<file path="src/hw/pot_cmd_pkg.sv">
// Constants for the dual wiper serial command unit
package pot_cmd_pkg;
    // ----------------------------------------
    // Frame layout
    // ----------------------------------------
    localparam int          FRAME_BITS = 24;
    localparam logic [4:0]  FRAME_CNT  = 5'h18;
    localparam logic [4:0]  CNT_MAX    = 5'h1f;
    localparam int          CMD_MSB    = 23;
    localparam int          CMD_LSB    = 20;
    localparam int          ADDR_MSB   = 19;
    localparam int          ADDR_LSB   = 16;
    // ----------------------------------------
    // Wiper codes
    // ----------------------------------------
    localparam int          WIPER_W    = 10;
    localparam logic [9:0]  WIPER_ZERO = 10'h000;
    localparam logic [9:0]  WIPER_ONE  = 10'h001;
    localparam logic [9:0]  WIPER_MID  = 10'h200;
    localparam logic [9:0]  WIPER_FULL = 10'h3ff;
    localparam logic [5:0]  WIPER_PAD  = 6'h00;
    // ----------------------------------------
    // Command codes
    // ----------------------------------------
    localparam logic [3:0]  CMD_NOP     = 4'h0;
    localparam logic [3:0]  CMD_RESTORE = 4'h1;
    localparam logic [3:0]  CMD_STORE_W = 4'h2;
    localparam logic [3:0]  CMD_STORE_U = 4'h3;
    localparam logic [3:0]  CMD_READ_NV = 4'h9;
    localparam logic [3:0]  CMD_READ_W  = 4'ha;
    localparam logic [3:0]  CMD_WRITE_W = 4'hb;
    localparam logic [3:0]  CMD_DOUBLE  = 4'hc;
    localparam logic [3:0]  CMD_INC     = 4'he;
    // ----------------------------------------
    // Nonvolatile map
    // ----------------------------------------
    localparam logic [3:0]  NV_WIPER_ONE = 4'h0;
    localparam logic [3:0]  NV_WIPER_TWO = 4'h1;
    localparam logic [3:0]  NV_USER_LAST = 4'he;
    localparam logic [3:0]  NV_TOLERANCE = 4'hf;
    localparam logic [15:0] NV_WIPER_INIT = 16'h0200;
    localparam logic [15:0] NV_USER_INIT  = 16'h0000;
    // Tolerance word: sign bit, 7-bit integer percent, 8-bit fraction
    localparam int          TOL_SIGN_BIT = 15;
    localparam int          TOL_INT_LSB  = 8;
    localparam logic        TOL_POSITIVE = 1'b1;
    localparam logic [6:0]  TOL_INT_PCT  = 7'h00;
    localparam logic [7:0]  TOL_FRAC     = 8'h00;
    // ----------------------------------------
    // Pin synchroniser idle value {recall_n, wp_n, cs_n, sclk, sdi}
    // ----------------------------------------
    localparam logic [4:0]  SYNC_IDLE = 5'h1c;

    typedef enum logic [0:0] {
        FR_IDLE   = 1'b0,
        FR_ACTIVE = 1'b1
    } frame_state_e;
endpackage : pot_cmd_pkg

</file>
<file path="src/hw/dual_pot_serial_command_unit.sv">
// Serial command decoder, wiper registers and nonvolatile store of a dual potentiometer
`timescale 1ns/1ps

// What this block does
// (RULE_01) Each wiper is a 10-bit code; zero is terminal B, upward toward A.
// (RULE_02) Tolerance word low byte is fraction, D7 one half down to D0.
// (RULE_03) Top byte 0xB0 loads the 10-bit data field into wiper one.
// (RULE_04) Address nibble picks channel; top byte 0xB1 loads wiper two.
// (RULE_05) Top byte 0xE0 raises wiper one by one code, data ignored.
// (RULE_06) Top byte 0x20 copies wiper one into nonvolatile slot one.
// (RULE_07) Write-protect low refuses every nonvolatile write.
// (RULE_08) Top byte 0x10 reloads wiper one from nonvolatile slot one.
// (RULE_09) Wipers reload from nonvolatile slots at power-on and on recall strobe.
// (RULE_10) Top byte 0xC0 doubles wiper one, 0xC1 doubles wiper two.
// (RULE_11) Doubling midscale gives full scale, never overflows.
// (RULE_12) Store-user frame writes its 16 data bits to the addressed word.
// (RULE_13) Thirteen user nonvolatile words of sixteen bits each.
// (RULE_14) User words are written by code 3, read back by code 9.
// (RULE_15) After read-user frame the next frame returns the word in low 16 bits.
// (RULE_16) Top byte 0xA0 prepares readback: next frame returns command byte and code.
// (RULE_17) Without prepared readback the output echoes the previous frame.
// (RULE_18) Tolerance top bit is sign, one positive; next seven bits integer percent.
// (RULE_19) Chip select strobe without clocks repeats the previous command.
// (RULE_20) Doubling zero gives one; doubling at or above midscale saturates full.
// (RULE_21) Address 0 wiper one, 1 wiper two, 2 to 14 user, 15 tolerance.
module dual_pot_serial_command_unit (
    input  wire logic       mclk,               // System clock, 25 MHz
    input  wire logic       rstn,               // Asynchronous reset, active low
    input  wire logic       sclk,               // Serial link clock pin
    input  wire logic       cs_n,               // Frame select pin, active low
    input  wire logic       sdi,                // Serial data in pin
    input  wire logic       wp_n,               // Write protect pin, active low
    input  wire logic       preset_recall_n,    // Recall strobe pin, active low
    output logic            sdo,                // Serial data out
    output logic [9:0]      wiper_position_one, // Wiper one code
    output logic [9:0]      wiper_position_two  // Wiper two code
);
    // ----------------------------------------
    // Helpers
    // ----------------------------------------
    function automatic logic [9:0] dbl_code(input logic [9:0] c);
        if (c == pot_cmd_pkg::WIPER_ZERO) begin
            return pot_cmd_pkg::WIPER_ONE;
        end
        if (c >= pot_cmd_pkg::WIPER_MID) begin
            return pot_cmd_pkg::WIPER_FULL;
        end
        return {c[8:0], 1'b0};
    endfunction : dbl_code

    function automatic logic [9:0] inc_code(input logic [9:0] c);
        if (c == pot_cmd_pkg::WIPER_FULL) begin
            return c;
        end
        return c + pot_cmd_pkg::WIPER_ONE;
    endfunction : inc_code

    // ----------------------------------------
    // Pin synchronisers
    // ----------------------------------------
    logic [4:0]     sync1_ff;
    logic [4:0]     sync2_ff;
    logic [4:0]     prev_ff;

    always_ff @(posedge mclk or negedge rstn) begin
        if (!rstn) begin
            sync1_ff <= pot_cmd_pkg::SYNC_IDLE;
            sync2_ff <= pot_cmd_pkg::SYNC_IDLE;
            prev_ff  <= pot_cmd_pkg::SYNC_IDLE;
        end else begin
            sync1_ff <= {preset_recall_n, wp_n, cs_n, sclk, sdi};
            sync2_ff <= sync1_ff;
            prev_ff  <= sync2_ff;
        end
    end

    logic sdi_s;
    logic sclk_rise;
    logic sclk_fall;
    logic cs_fall;
    logic cs_rise;
    logic wp_s;
    logic recall_rise;
    assign sdi_s       = sync2_ff[0];
    assign sclk_rise   = sync2_ff[1] & ~prev_ff[1];
    assign sclk_fall   = ~sync2_ff[1] & prev_ff[1];
    assign cs_fall     = ~sync2_ff[2] & prev_ff[2];
    assign cs_rise     = sync2_ff[2] & ~prev_ff[2];
    assign wp_s        = sync2_ff[3];
    assign recall_rise = sync2_ff[4] & ~prev_ff[4];

    // ----------------------------------------
    // Frame shifter
    // ----------------------------------------
    pot_cmd_pkg::frame_state_e  state_ff;
    logic [4:0]                 cnt_ff;
    logic [23:0]                rx_ff;
    logic [23:0]                tx_ff;
    logic [23:0]                reply_ff;
    logic                       sdo_ff;

    always_ff @(posedge mclk or negedge rstn) begin
        if (!rstn) begin
            state_ff <= pot_cmd_pkg::FR_IDLE;
            cnt_ff   <= 5'h00;
            rx_ff    <= 24'h000000;
            tx_ff    <= 24'h000000;
            sdo_ff   <= 1'b0;
        end else begin
            case (state_ff)
                pot_cmd_pkg::FR_IDLE: begin
                    if (cs_fall) begin
                        state_ff <= pot_cmd_pkg::FR_ACTIVE;
                        cnt_ff   <= 5'h00;
                        tx_ff    <= reply_ff;           // [RULE_15] [RULE_16] [RULE_17]
                        sdo_ff   <= reply_ff[pot_cmd_pkg::CMD_MSB];
                    end
                end
                pot_cmd_pkg::FR_ACTIVE: begin
                    if (cs_rise) begin
                        state_ff <= pot_cmd_pkg::FR_IDLE;
                    end else if (sclk_rise) begin
                        rx_ff <= {rx_ff[22:0], sdi_s};
                        if (cnt_ff != pot_cmd_pkg::CNT_MAX) begin
                            cnt_ff <= cnt_ff + 5'h01;
                        end
                    end else if (sclk_fall) begin
                        tx_ff  <= {tx_ff[22:0], 1'b0};
                        sdo_ff <= tx_ff[22];
                    end
                end
                default: begin
                    state_ff <= pot_cmd_pkg::FR_IDLE;
                end
            endcase
        end
    end

    // ----------------------------------------
    // Command execution strobe
    // ----------------------------------------
    logic           frame_end;
    logic           exec_go;
    logic [23:0]    exec_word;
    logic [23:0]    last_cmd_ff;
    logic [3:0]     cmd;
    logic [3:0]     addr;
    logic           chan;

    assign frame_end = (state_ff == pot_cmd_pkg::FR_ACTIVE) & cs_rise;
    // A full frame runs what was shifted in; an empty strobe repeats the last one
    assign exec_go   = frame_end & ((cnt_ff == pot_cmd_pkg::FRAME_CNT) |
                                    (cnt_ff == 5'h00));       // [RULE_19]
    assign exec_word = (cnt_ff == 5'h00) ? last_cmd_ff : rx_ff; // [RULE_19]
    assign cmd       = exec_word[pot_cmd_pkg::CMD_MSB:pot_cmd_pkg::CMD_LSB];
    assign addr      = exec_word[pot_cmd_pkg::ADDR_MSB:pot_cmd_pkg::ADDR_LSB];
    assign chan      = addr[0];                                // [RULE_04]

    always_ff @(posedge mclk or negedge rstn) begin
        if (!rstn) begin
            last_cmd_ff <= 24'h000000;
        end else if (exec_go) begin
            last_cmd_ff <= exec_word;
        end
    end

    // ----------------------------------------
    // Nonvolatile store
    // ----------------------------------------
    logic [15:0]    nv_ff [0:14];
    logic [15:0]    tol_word;
    logic           nv_we;
    logic [3:0]     nv_wa;
    logic [15:0]    nv_wd;
    logic           por_pend_ff;

    // Sign-magnitude tolerance, fixed and read only
    always_comb begin
        tol_word = {pot_cmd_pkg::TOL_POSITIVE, pot_cmd_pkg::TOL_INT_PCT,
                    pot_cmd_pkg::TOL_FRAC};                   // [RULE_02] [RULE_18]
    end

    always_comb begin
        nv_we = 1'b0;
        nv_wa = addr;
        nv_wd = exec_word[15:0];
        if (exec_go && wp_s) begin                            // [RULE_07]
            if (cmd == pot_cmd_pkg::CMD_STORE_W && addr <= pot_cmd_pkg::NV_WIPER_TWO) begin
                nv_we = 1'b1;                                 // [RULE_06]
                nv_wd = {pot_cmd_pkg::WIPER_PAD,
                         chan ? wiper_position_two : wiper_position_one};
            end else if (cmd == pot_cmd_pkg::CMD_STORE_U &&
                         addr > pot_cmd_pkg::NV_WIPER_TWO &&
                         addr <= pot_cmd_pkg::NV_USER_LAST) begin
                nv_we = 1'b1;                                 // [RULE_12] [RULE_14]
            end
        end
    end

    always_ff @(posedge mclk or negedge rstn) begin
        if (!rstn) begin
            for (int i = 0; i < 15; i++) begin
                nv_ff[i] <= (i < 2) ? pot_cmd_pkg::NV_WIPER_INIT
                                    : pot_cmd_pkg::NV_USER_INIT;  // [RULE_13] [RULE_21]
            end
        end else if (nv_we) begin
            nv_ff[nv_wa] <= nv_wd;
        end
    end

    function automatic logic [15:0] nv_read(input logic [3:0] a);
        if (a == pot_cmd_pkg::NV_TOLERANCE) begin
            return tol_word;                                  // [RULE_21]
        end
        return nv_ff[a];
    endfunction : nv_read

    // ----------------------------------------
    // Wiper registers
    // ----------------------------------------
    logic [9:0]     w1_ff;
    logic [9:0]     w2_ff;
    logic [9:0]     nxt_w1;
    logic [9:0]     nxt_w2;
    logic [9:0]     sel_w;
    logic [9:0]     nv_w1;
    logic [9:0]     nv_w2;

    assign sel_w = chan ? w2_ff : w1_ff;
    assign nv_w1 = nv_ff[pot_cmd_pkg::NV_WIPER_ONE][9:0];
    assign nv_w2 = nv_ff[pot_cmd_pkg::NV_WIPER_TWO][9:0];

    always_comb begin
        nxt_w1 = w1_ff;
        nxt_w2 = w2_ff;
        if (por_pend_ff || recall_rise) begin
            nxt_w1 = nv_w1;                                   // [RULE_09]
            nxt_w2 = nv_w2;
        end else if (exec_go) begin
            case (cmd)
                pot_cmd_pkg::CMD_WRITE_W: begin
                    if (chan) nxt_w2 = exec_word[9:0];        // [RULE_04]
                    else nxt_w1 = exec_word[9:0];             // [RULE_01] [RULE_03]
                end
                pot_cmd_pkg::CMD_INC: begin
                    if (chan) nxt_w2 = inc_code(w2_ff);
                    else nxt_w1 = inc_code(w1_ff);            // [RULE_05]
                end
                pot_cmd_pkg::CMD_DOUBLE: begin
                    if (chan) nxt_w2 = dbl_code(w2_ff);       // [RULE_10]
                    else nxt_w1 = dbl_code(w1_ff);            // [RULE_11] [RULE_20]
                end
                pot_cmd_pkg::CMD_RESTORE: begin
                    if (chan) nxt_w2 = nv_w2;
                    else nxt_w1 = nv_w1;                      // [RULE_08]
                end
                default: begin
                    nxt_w1 = w1_ff;
                end
            endcase
        end
    end

    always_ff @(posedge mclk or negedge rstn) begin
        if (!rstn) begin
            w1_ff       <= pot_cmd_pkg::WIPER_ZERO;
            w2_ff       <= pot_cmd_pkg::WIPER_ZERO;
            por_pend_ff <= 1'b1;
        end else begin
            w1_ff       <= nxt_w1;
            w2_ff       <= nxt_w2;
            por_pend_ff <= 1'b0;
        end
    end

    // ----------------------------------------
    // Reply for the next frame
    // ----------------------------------------
    always_ff @(posedge mclk or negedge rstn) begin
        if (!rstn) begin
            reply_ff <= 24'h000000;
        end else if (exec_go) begin
            case (cmd)
                pot_cmd_pkg::CMD_READ_NV:
                    reply_ff <= {exec_word[23:16], nv_read(addr)};   // [RULE_15]
                pot_cmd_pkg::CMD_READ_W:
                    reply_ff <= {exec_word[23:16], pot_cmd_pkg::WIPER_PAD,
                                 sel_w};                            // [RULE_16]
                default:
                    reply_ff <= exec_word;                          // [RULE_17]
            endcase
        end
    end

    assign sdo                = sdo_ff;
    assign wiper_position_one = w1_ff;
    assign wiper_position_two = w2_ff;
endmodule : dual_pot_serial_command_unit

</file>
<file path="config.mk">
export PLATFORM = sky130hd
export DESIGN_NAME = dual_pot_serial_command_unit
export DESIGN_NICKNAME = d
export VERILOG_FILES = /design/src/hw/pot_cmd_pkg.sv /design/src/hw/dual_pot_serial_command_unit.sv
export SDC_FILE = /design/constraint.sdc
export NUM_CORES = 1
export LEC_CHECK = 0
export BUFFER_PORTS_ARGS = -buffer_cell sky130_fd_sc_hd__buf_2
export CAP_MARGIN = 5
export CORE_MARGIN = 2
export CORE_UTILIZATION = 45
export DETAILED_ROUTE_END_ITERATION = 8
export GPL_TIMING_DRIVEN = 0
export HOLD_SLACK_MARGIN = 0.03
export PLACE_DENSITY_LB_ADDON = 0.2
export SLEW_MARGIN = 10
export SYNTH_ARGS = -nofsm -noshare
export SYNTH_HDL_FRONTEND = slang
export SYNTH_SLANG_ARGS = --single-unit
</file>
<file path="constraint.sdc">
create_clock -name mclk -period 4.25 [get_ports mclk]
set_input_delay 0.425 -clock mclk [delete_from_list [all_inputs] [get_ports mclk]]
set_output_delay 0.425 -clock mclk [all_outputs]
set_load 0.02 [all_outputs]
</file>
==> impl_results.md, run 1 <==
- IO buf count: 27
- Yosys synthesis warning count: 0
- Sequential-to-total area share from yosys stat: 51.83%
- Mapped cell area: 17,790 um2
- Slew Limit Headroom: 24.76%
- GP Congestion: 0.9875
- Ys flop type: dfrtp_1
- Asr flop ratio synth: 100.0%
- Hold Path Origin: sync1_ff[1]
- Vert. Die Dim: 202.9 um
- Vias in the first global route: 14,820
- Hold EP: sync2_ff[1]
- Reg2Reg Depth: 11
- #FFs+latches synth: 368
- Worst-Margin Slew: 1.117 ns
- Status: complete, no violations
- Most frequent cells in the layout: 539 x nand2_1, 357 x dfrtp_1, 199 x o21ai_0
- EDFF count, synth: 0
- Worst r2r src: cnt_ff[0]
- H-tree depth: 2
- PwrDens: 513.7 nW/um2
- Die area: 41,150 um2
- Avg WL per Cell: 22.56 um
- Worst VDD drop: 0.0003095 V
- Peak Freq: 248.3 MHz
- Final setup violation count: 0
- Hold Violations, Final: 0
- Leak: 8.479 nW
- Largest net degree at the start of global routing: 115
- Kind of critical path: register to register
- Req. time, crit path: 4.75 ns
- Distinct cells, synth: 70
- Period Utilization, post-route: 94.76%
- Commonest non-fill, non-tap cell in the layout: nand2_1
- CTS tree: built
- Deepest clock path buffer count: 3
- Total iterations of the first detailed-routing run: 6
- Num Clock Sinks: 368
- Min-Delay Path Class: register to register
- Avg Inst Size Synth: 8.955 um2
- Mapped Nets: 2,001
- FF-to-FF End: reply_ff[5]
- Antenna violations before repair: 0
- Nets: 2,083
- Worst hold path depth: 0
- Synth-to-layout area growth: 12.95%
- Final worst slack: 0.2225 ns
- Syn Inst Count: 1,987
- Clk_lat worst skew: 0.58 ns
- TNS Setup: 0 ns
- CORE AREA: 38,830 um2
- Root Driver: clkbuf_16
- Diodes inserted: 0
- DRC: 0
- Initial core utilization: 45.83%
- Die width: 202.9 um
- Layout cell share with drive strength beyond 1: 11.01%
- Post-DRT Antenna Nets: 0
- Max-Cap Viols: 0
- Worst-case clock skew: 0.01974 ns
- Row cnt: 72
- CTS Buf Count: 41
- GRT Total Usage: 29.29%
- Global route overflow: 0
- Worst slack at placement: -0.2668 ns
- Reg clk slew, reported paths: 0.06 ns
- Fin. max-slew vios: 0
- Crit Path Max Fanout: 10
- FF-to-FF setup slack: 0.22 ns
- Num ports: 28
- Via count: 15,460
- First-pass GRT wire length: 91,540 um
- CP arrival: 4.53 ns
- Worst setup SP type: register
- Drt initial violations: 1,655
- Final min period: 4.027 ns
- Routed vias/inst: 5.908
- Crit end category: register
- Detailed Place HPWL: 43,050 um
- # fillers: 3,641
- Routed wire length: 59,030 um
[critical path, cell delays in order (launching register included)]
cell      delay (ns)
dfrtp_1         0.42
inv_1           0.07
ha_1            0.19
nor4b_2         0.46
buf_4           0.31
mux2i_1         0.66
clkbuf_1        0.46
nand2_1         0.13
a32oi_1         0.21
a31oi_1         0.19
or4b_1          0.62
a31oi_1         0.21
[where the power goes]
group | switching (mW) | total [mW] | leakage (nW) | internal [mW]
Combinational | 1.94 | 2.75 | 2.87 | 0.813
Sequential | 0.233 | 4.00 | 4.96 | 3.77
Clock | 1.49 | 3.57 | 0.648 | 2.08
Total | 3.67 | 10.3 | 8.48 | 6.66
[state kept, by name, indices dropped and copies added (netlist names)]
name	flops
wiper_position_one	10
sync1_ff	5
state_ff	1
last_cmd_ff	24
por_pend_ff	1
sync2_ff	5
tx_ff	23
sdo	1
prev_ff	3
nv_ff	240
cnt_ff	5
rx_ff	24
wiper_position_two	10
reply_ff	16
[metrics by stage]
stage	cell area [um2]	std cells	power (mW)	util [%]	hold slack, ns
after floorplan	17790	1987	5.655	-	0.1294
after global placement	18580	2532	6.692	47.84	0.3387
after detailed placement	18670	2535	6.731	48.08	0.3419
after CTS	20070	2616	10.31	51.70	0.3554
after global routing	20100	2616	10.74	51.76	0.3611
final	20100	2616	10.32	51.76	0.3533
[worst max path at each step]
stage | end | startpoint | cells past startpoint | slack [ns]
floorplan | reply_ff[2] | cnt_ff[0] | 12 | 1.27
finish | reply_ff[5] | cnt_ff[0] | 11 | 0.22
CTS | nv_ff[188] | cnt_ff[0] | 12 | 0.006
detailed placement | nv_ff[213] | cnt_ff[0] | 12 | -0.27
global placement | nv_ff[12] | rstn | 1 | -4.34
global route | reply_ff[1] | cnt_ff[0] | 12 | -0.004
[synth_stat cells, drive strengths merged (13+ instances only)]
master | number | share of area, %
a32oi | 13 | 0.64
mux2 | 45 | 2.9
a211oi | 13 | 0.55
a31oi | 32 | 1.1
nand3 | 85 | 2.4
mux2i | 49 | 2.9
a21oi | 72 | 2.0
nand2 | 540 | 11
o21ai | 309 | 9.1
o221ai | 20 | 0.98
and2 | 24 | 0.84
dfrtp | 357 | 50
clkbuf | 110 | 2.4
inv | 17 | 0.36
buf | 48 | 1.5
nor2 | 87 | 1.8
[final cells by class]
cell class	count	area [um2]	share of cell area [%]
clock inverter	12	157.7	0.7845
multi-input combinational	1444	7839	39.01
inverter	17	63.81	0.3175
buffer	158	698.2	3.474
clock buffer	60	1157	5.759
tap	518	648.1	3.225
sequential	368	9223	45.89
timing repair buffer	39	310.3	1.544
[metal layers]
layer	up-vias	wire length, um	track usage, %
li1	7031	-	-
met1	7648	25570	41.61
met2	658	26230	44.26
met3	117	4991	5.827
met4	2	2183	11.18
met5	-	46	0.8333
[repair_timing]
item                                    CTS  global route
endpoints found under the hold margin    96             0
gates resized for setup                   2            16
cloned                                    0             0
hold buffers                              6             0
pin swaps                                 2             0
endpoints found under the setup margin  105           170
setup buffers                             3             0
[logic make-up after synthesis]
| logic type | after synthesis | share of synthesized area [%] |
|---|---|---|
| buffers and inverters | 175 | 4.233 |
| XOR/XNOR | 20 | 0.9845 |
| AO/OA/AOI/OAI | 510 | 16.79 |
| multiplexers | 95 | 5.914 |
| adder cells (fa/ha/maj) | 7 | 0.4922 |
| other | 1 | 0.02108 |
| flip-flops | 368 | 51.83 |
| AND/OR/NAND/NOR | 811 | 19.73 |
Power figures use the tool's default switching activity.
==> inputs of run 2 (changes only) <==
--- a/config.mk
+++ b/config.mk
@@ -12,7 +12,7 @@
 export DETAILED_ROUTE_END_ITERATION = 8
 export GPL_TIMING_DRIVEN = 0
 export HOLD_SLACK_MARGIN = 0.03
-export PLACE_DENSITY_LB_ADDON = 0.2
+export PLACE_DENSITY_LB_ADDON = 0.12
 export SLEW_MARGIN = 10
 export SYNTH_ARGS = -nofsm -noshare
 export SYNTH_HDL_FRONTEND = slang
==> run 2 against run 1 <==
- critical path depth is 1 higher
- count of clock-buffer cells in the layout is 4 higher
- sequential cell count stayed put
- cell area is 0.37% higher
- sequential share of layout area is 0.17 points lower
- hold slack better by 0.0013 ns
- fmax is 1.2% lower
- critical path type unchanged
- critical endpoint is now reply_ff[11]
- highest routed layer is now met4
==> impl_results.md, run 2 (same netlist as run 1, synthesis figures left out) <==
- Multi-input logic area: 7848 um2 (+0.11%)
- # fillers: 3,684 (+1.2%)
- RSZ-0062 raised after global routing: false
- Peak Freq: 245.3 MHz (-1.2%)
- Global route overflow: 0 (unchanged)
- Worst VDD drop: 0.0002551 V (-18%)
- CP cell instances: inv_1 -> ha_1 -> nor4b_4 -> buf_4 -> mux2i_2 -> buf_2 -> nor2_1 -> buf_2 -> a32oi_1 -> a31oi_1 -> a2111oi_1 -> a221o_1
- PwrDens: 517.7 nW/um2 (+0.78%)
- Crit end category: register
- Die width: 202.9 um (unchanged)
- Routed vias/inst: 5.785 (-2.1%)
- Worst-case clock skew: 0.03645 ns (+0.01672 ns)
- Period Utilization, post-route: 95.90% (+1.1 points)
- Avg WL per Cell: 22.89 um (+1.5%)
- Num ports: 28 (unchanged)
- GP Congestion: 0.9813 (-0.63%)
- Die area: 41,150 um2 (unchanged)
- Worst setup SP type: register
- DRC: 0 (unchanged)
- TNS Setup: 0 ns (unchanged)
- Reg clk slew, reported paths: 0.06 ns (about the same)
- Final setup violation count: 0 (unchanged)
- FF+latch area: 9223 um2 (unchanged)
- Final min period: 4.076 ns (+0.04835 ns)
- Layout cell share with drive strength beyond 1: 11.27% (+0.26 points)
- Commonest non-fill, non-tap cell in the layout: nand2_1
- Hold Path Origin: sync1_ff[2]
- Pwr Total: 10.44 mW (+1.2%)
- Num Clock Sinks: 368 (unchanged)
- Fin. max-slew vios: 0 (unchanged)
- Kind of critical path: register to register
- Diodes inserted: 0 (unchanged)
- Row cnt: 72 (unchanged)
- Clk_lat worst skew: 0.59 ns (about the same)
- Routed wire length: 60,000 um (+1.7%)
- Leak: 8.520 nW (+0.48%)
- Nets: 2,084 (+0.048%)
- GRT Total Usage: 29.75% (+0.45 points)
- Deepest clock path buffer count: 3 (unchanged)
- Largest Register: nv_ff
- Detailed Place HPWL: 43,900 um (+2.0%)
- Crit-path slowest cell: a2111oi_1
- Critical path buffers and inverters: 4 (+1)
- Crit Path Max Fanout: 10 (unchanged)
- Drt initial violations: 1,508 (-8.9%)
- Antenna violations before repair: 0 (unchanged)
- Synth-to-layout area growth: 13.37%
- Worst-Margin Slew: 1.106 ns (-0.01040 ns)
- Largest net degree at the start of global routing: 110 (-4.3%)
- Via count: 15,160 (-1.9%)
- Max-Cap Viols: 0 (unchanged)
- Root Driver: clkbuf_16
- FF-to-FF setup slack: 0.17 ns (-0.05 ns)
- DP Cell Count: 2,535 (unchanged)
- Total iterations of the first detailed-routing run: 5 (-1)
- First-pass GRT wire length: 92,400 um (+0.93%)
- CTS tree: built
- Vias in the first global route: 14,740 (-0.54%)
- Min-Delay Path Class: register to register
- Hold Violations, Final: 0 (unchanged)
- Family with the most delay on the worst path: compound AO/OA/AOI/OAI gates
- Worst r2r src: cnt_ff[0]
- CP arrival: 4.57 ns (+0.04 ns)
- CORE AREA: 38,830 um2 (unchanged)
- Critical Path Max Stage Delay: 0.77 ns (+0.11 ns)
- Worst hold path depth: 0 (unchanged)
- Hold EP: sync2_ff[2]
- Top flop regs: nv_ff x240, last_cmd_ff x24, rx_ff x24
- Req. time, crit path: 4.75 ns (about the same)
- FF-to-FF End: reply_ff[11]
- IO buf count: 27 (unchanged)
- Post-DRT Antenna Nets: 0 (unchanged)
- Slew Limit Headroom: 26.08% (+1.3 points)
- Status: complete, no violations
- CTS Buf Count: 42 (+2.4%)
- H-tree depth: 2 (unchanged)
- Initial core utilization: 45.83% (unchanged)
- Max FFs per register: 240 (unchanged)
- Reg2Reg Depth: 12 (+1)
- Final cell count without fillers: 2,621 (+0.19%)
- Vert. Die Dim: 202.9 um (unchanged)
- CP most frequent cell: buf_2
- Most frequent cells in the layout: 539 x nand2_1, 357 x dfrtp_1, 199 x o21ai_0
-- run 2: cell types whose count changed in the layout (fill, tap and decap cells not counted), sizes merged --
cell / change
buf: +1
bufinv: -1
clkbuf: +3
clkinv: +2
clkinvlp: +1
inv: -1
-- run 2: worst max-delay path by stage --
stage                    from  slack [ns]            to  depth (start not counted)
global placement         rstn       -4.54    nv_ff[202]                          1
CTS                 cnt_ff[0]       0.002    nv_ff[202]                         12
finish              cnt_ff[0]        0.17  reply_ff[11]                         12
global route        cnt_ff[0]        0.03   reply_ff[8]                         12
floorplan           cnt_ff[0]        1.27   reply_ff[2]                         12
detailed placement  cnt_ff[0]       -0.36  reply_ff[11]                         12
-- run 2: routing by layer --
| metal | global-route usage (%) | vias up | share of wire [%] |
|---|---|---|---|
| li1 | - | 7038 | - |
| met1 | 42.48 | 7455 | 45 |
| met2 | 45.39 | 563 | 44 |
| met3 | 6.003 | 107 | 7.4 |
| met4 | 9.880 | 0 | 3.2 |
| met5 | 0 | - | 0 |
-- run 2: area by class of cell --
type	count	share of cell area, %
plain buffers	158	3.461
clock buffers	64	6.172
clock inverters	13	0.6761
inverters	17	0.3163
multi-input cells	1444	38.90
flip-flops and latches	368	45.72
well taps	518	3.213
repair buffers	39	1.538
-- run 2: timing repair --
action,4_1_cts,5_1_grt
endpoints found under the setup margin,103,165
setup buffers,3,0
resized for setup,4,15
hold endpoints to repair,93,0
hold buffers,6,0
pin swaps,2,0
-- run 2: worst register-to-register path, delay by kind of cell, from the launching register on --
| family | cells | cell delay (ns) |
|---|---|---|
| compound gates | 4 | 1.34 |
| buf+inv | 4 | 0.99 |
| simple gates | 2 | 0.56 |
| mux | 1 | 0.49 |
| flops | 1 | 0.42 |
| fa+ha+maj | 1 | 0.20 |
-- run 2: power breakdown --
group          leakage, nW  switching (mW)  internal [mW]
clock                0.683            1.51           2.15
sequential            4.96           0.233           3.77
combinational         2.88            1.96          0.819
-- run 2: through the flow --
step	instance area [um2]	worst slack (ns)	util (%)	hold slack [ns]
floorplan	17790	1.269	-	0.1294
finish	20170	0.1742	51.95	0.3547
detailed placement	18670	-0.3640	48.08	0.3418
global placement	18580	-4.544	47.84	0.3379
global route	20170	0.03230	51.95	0.3624
CTS	20140	0.001825	51.88	0.3570
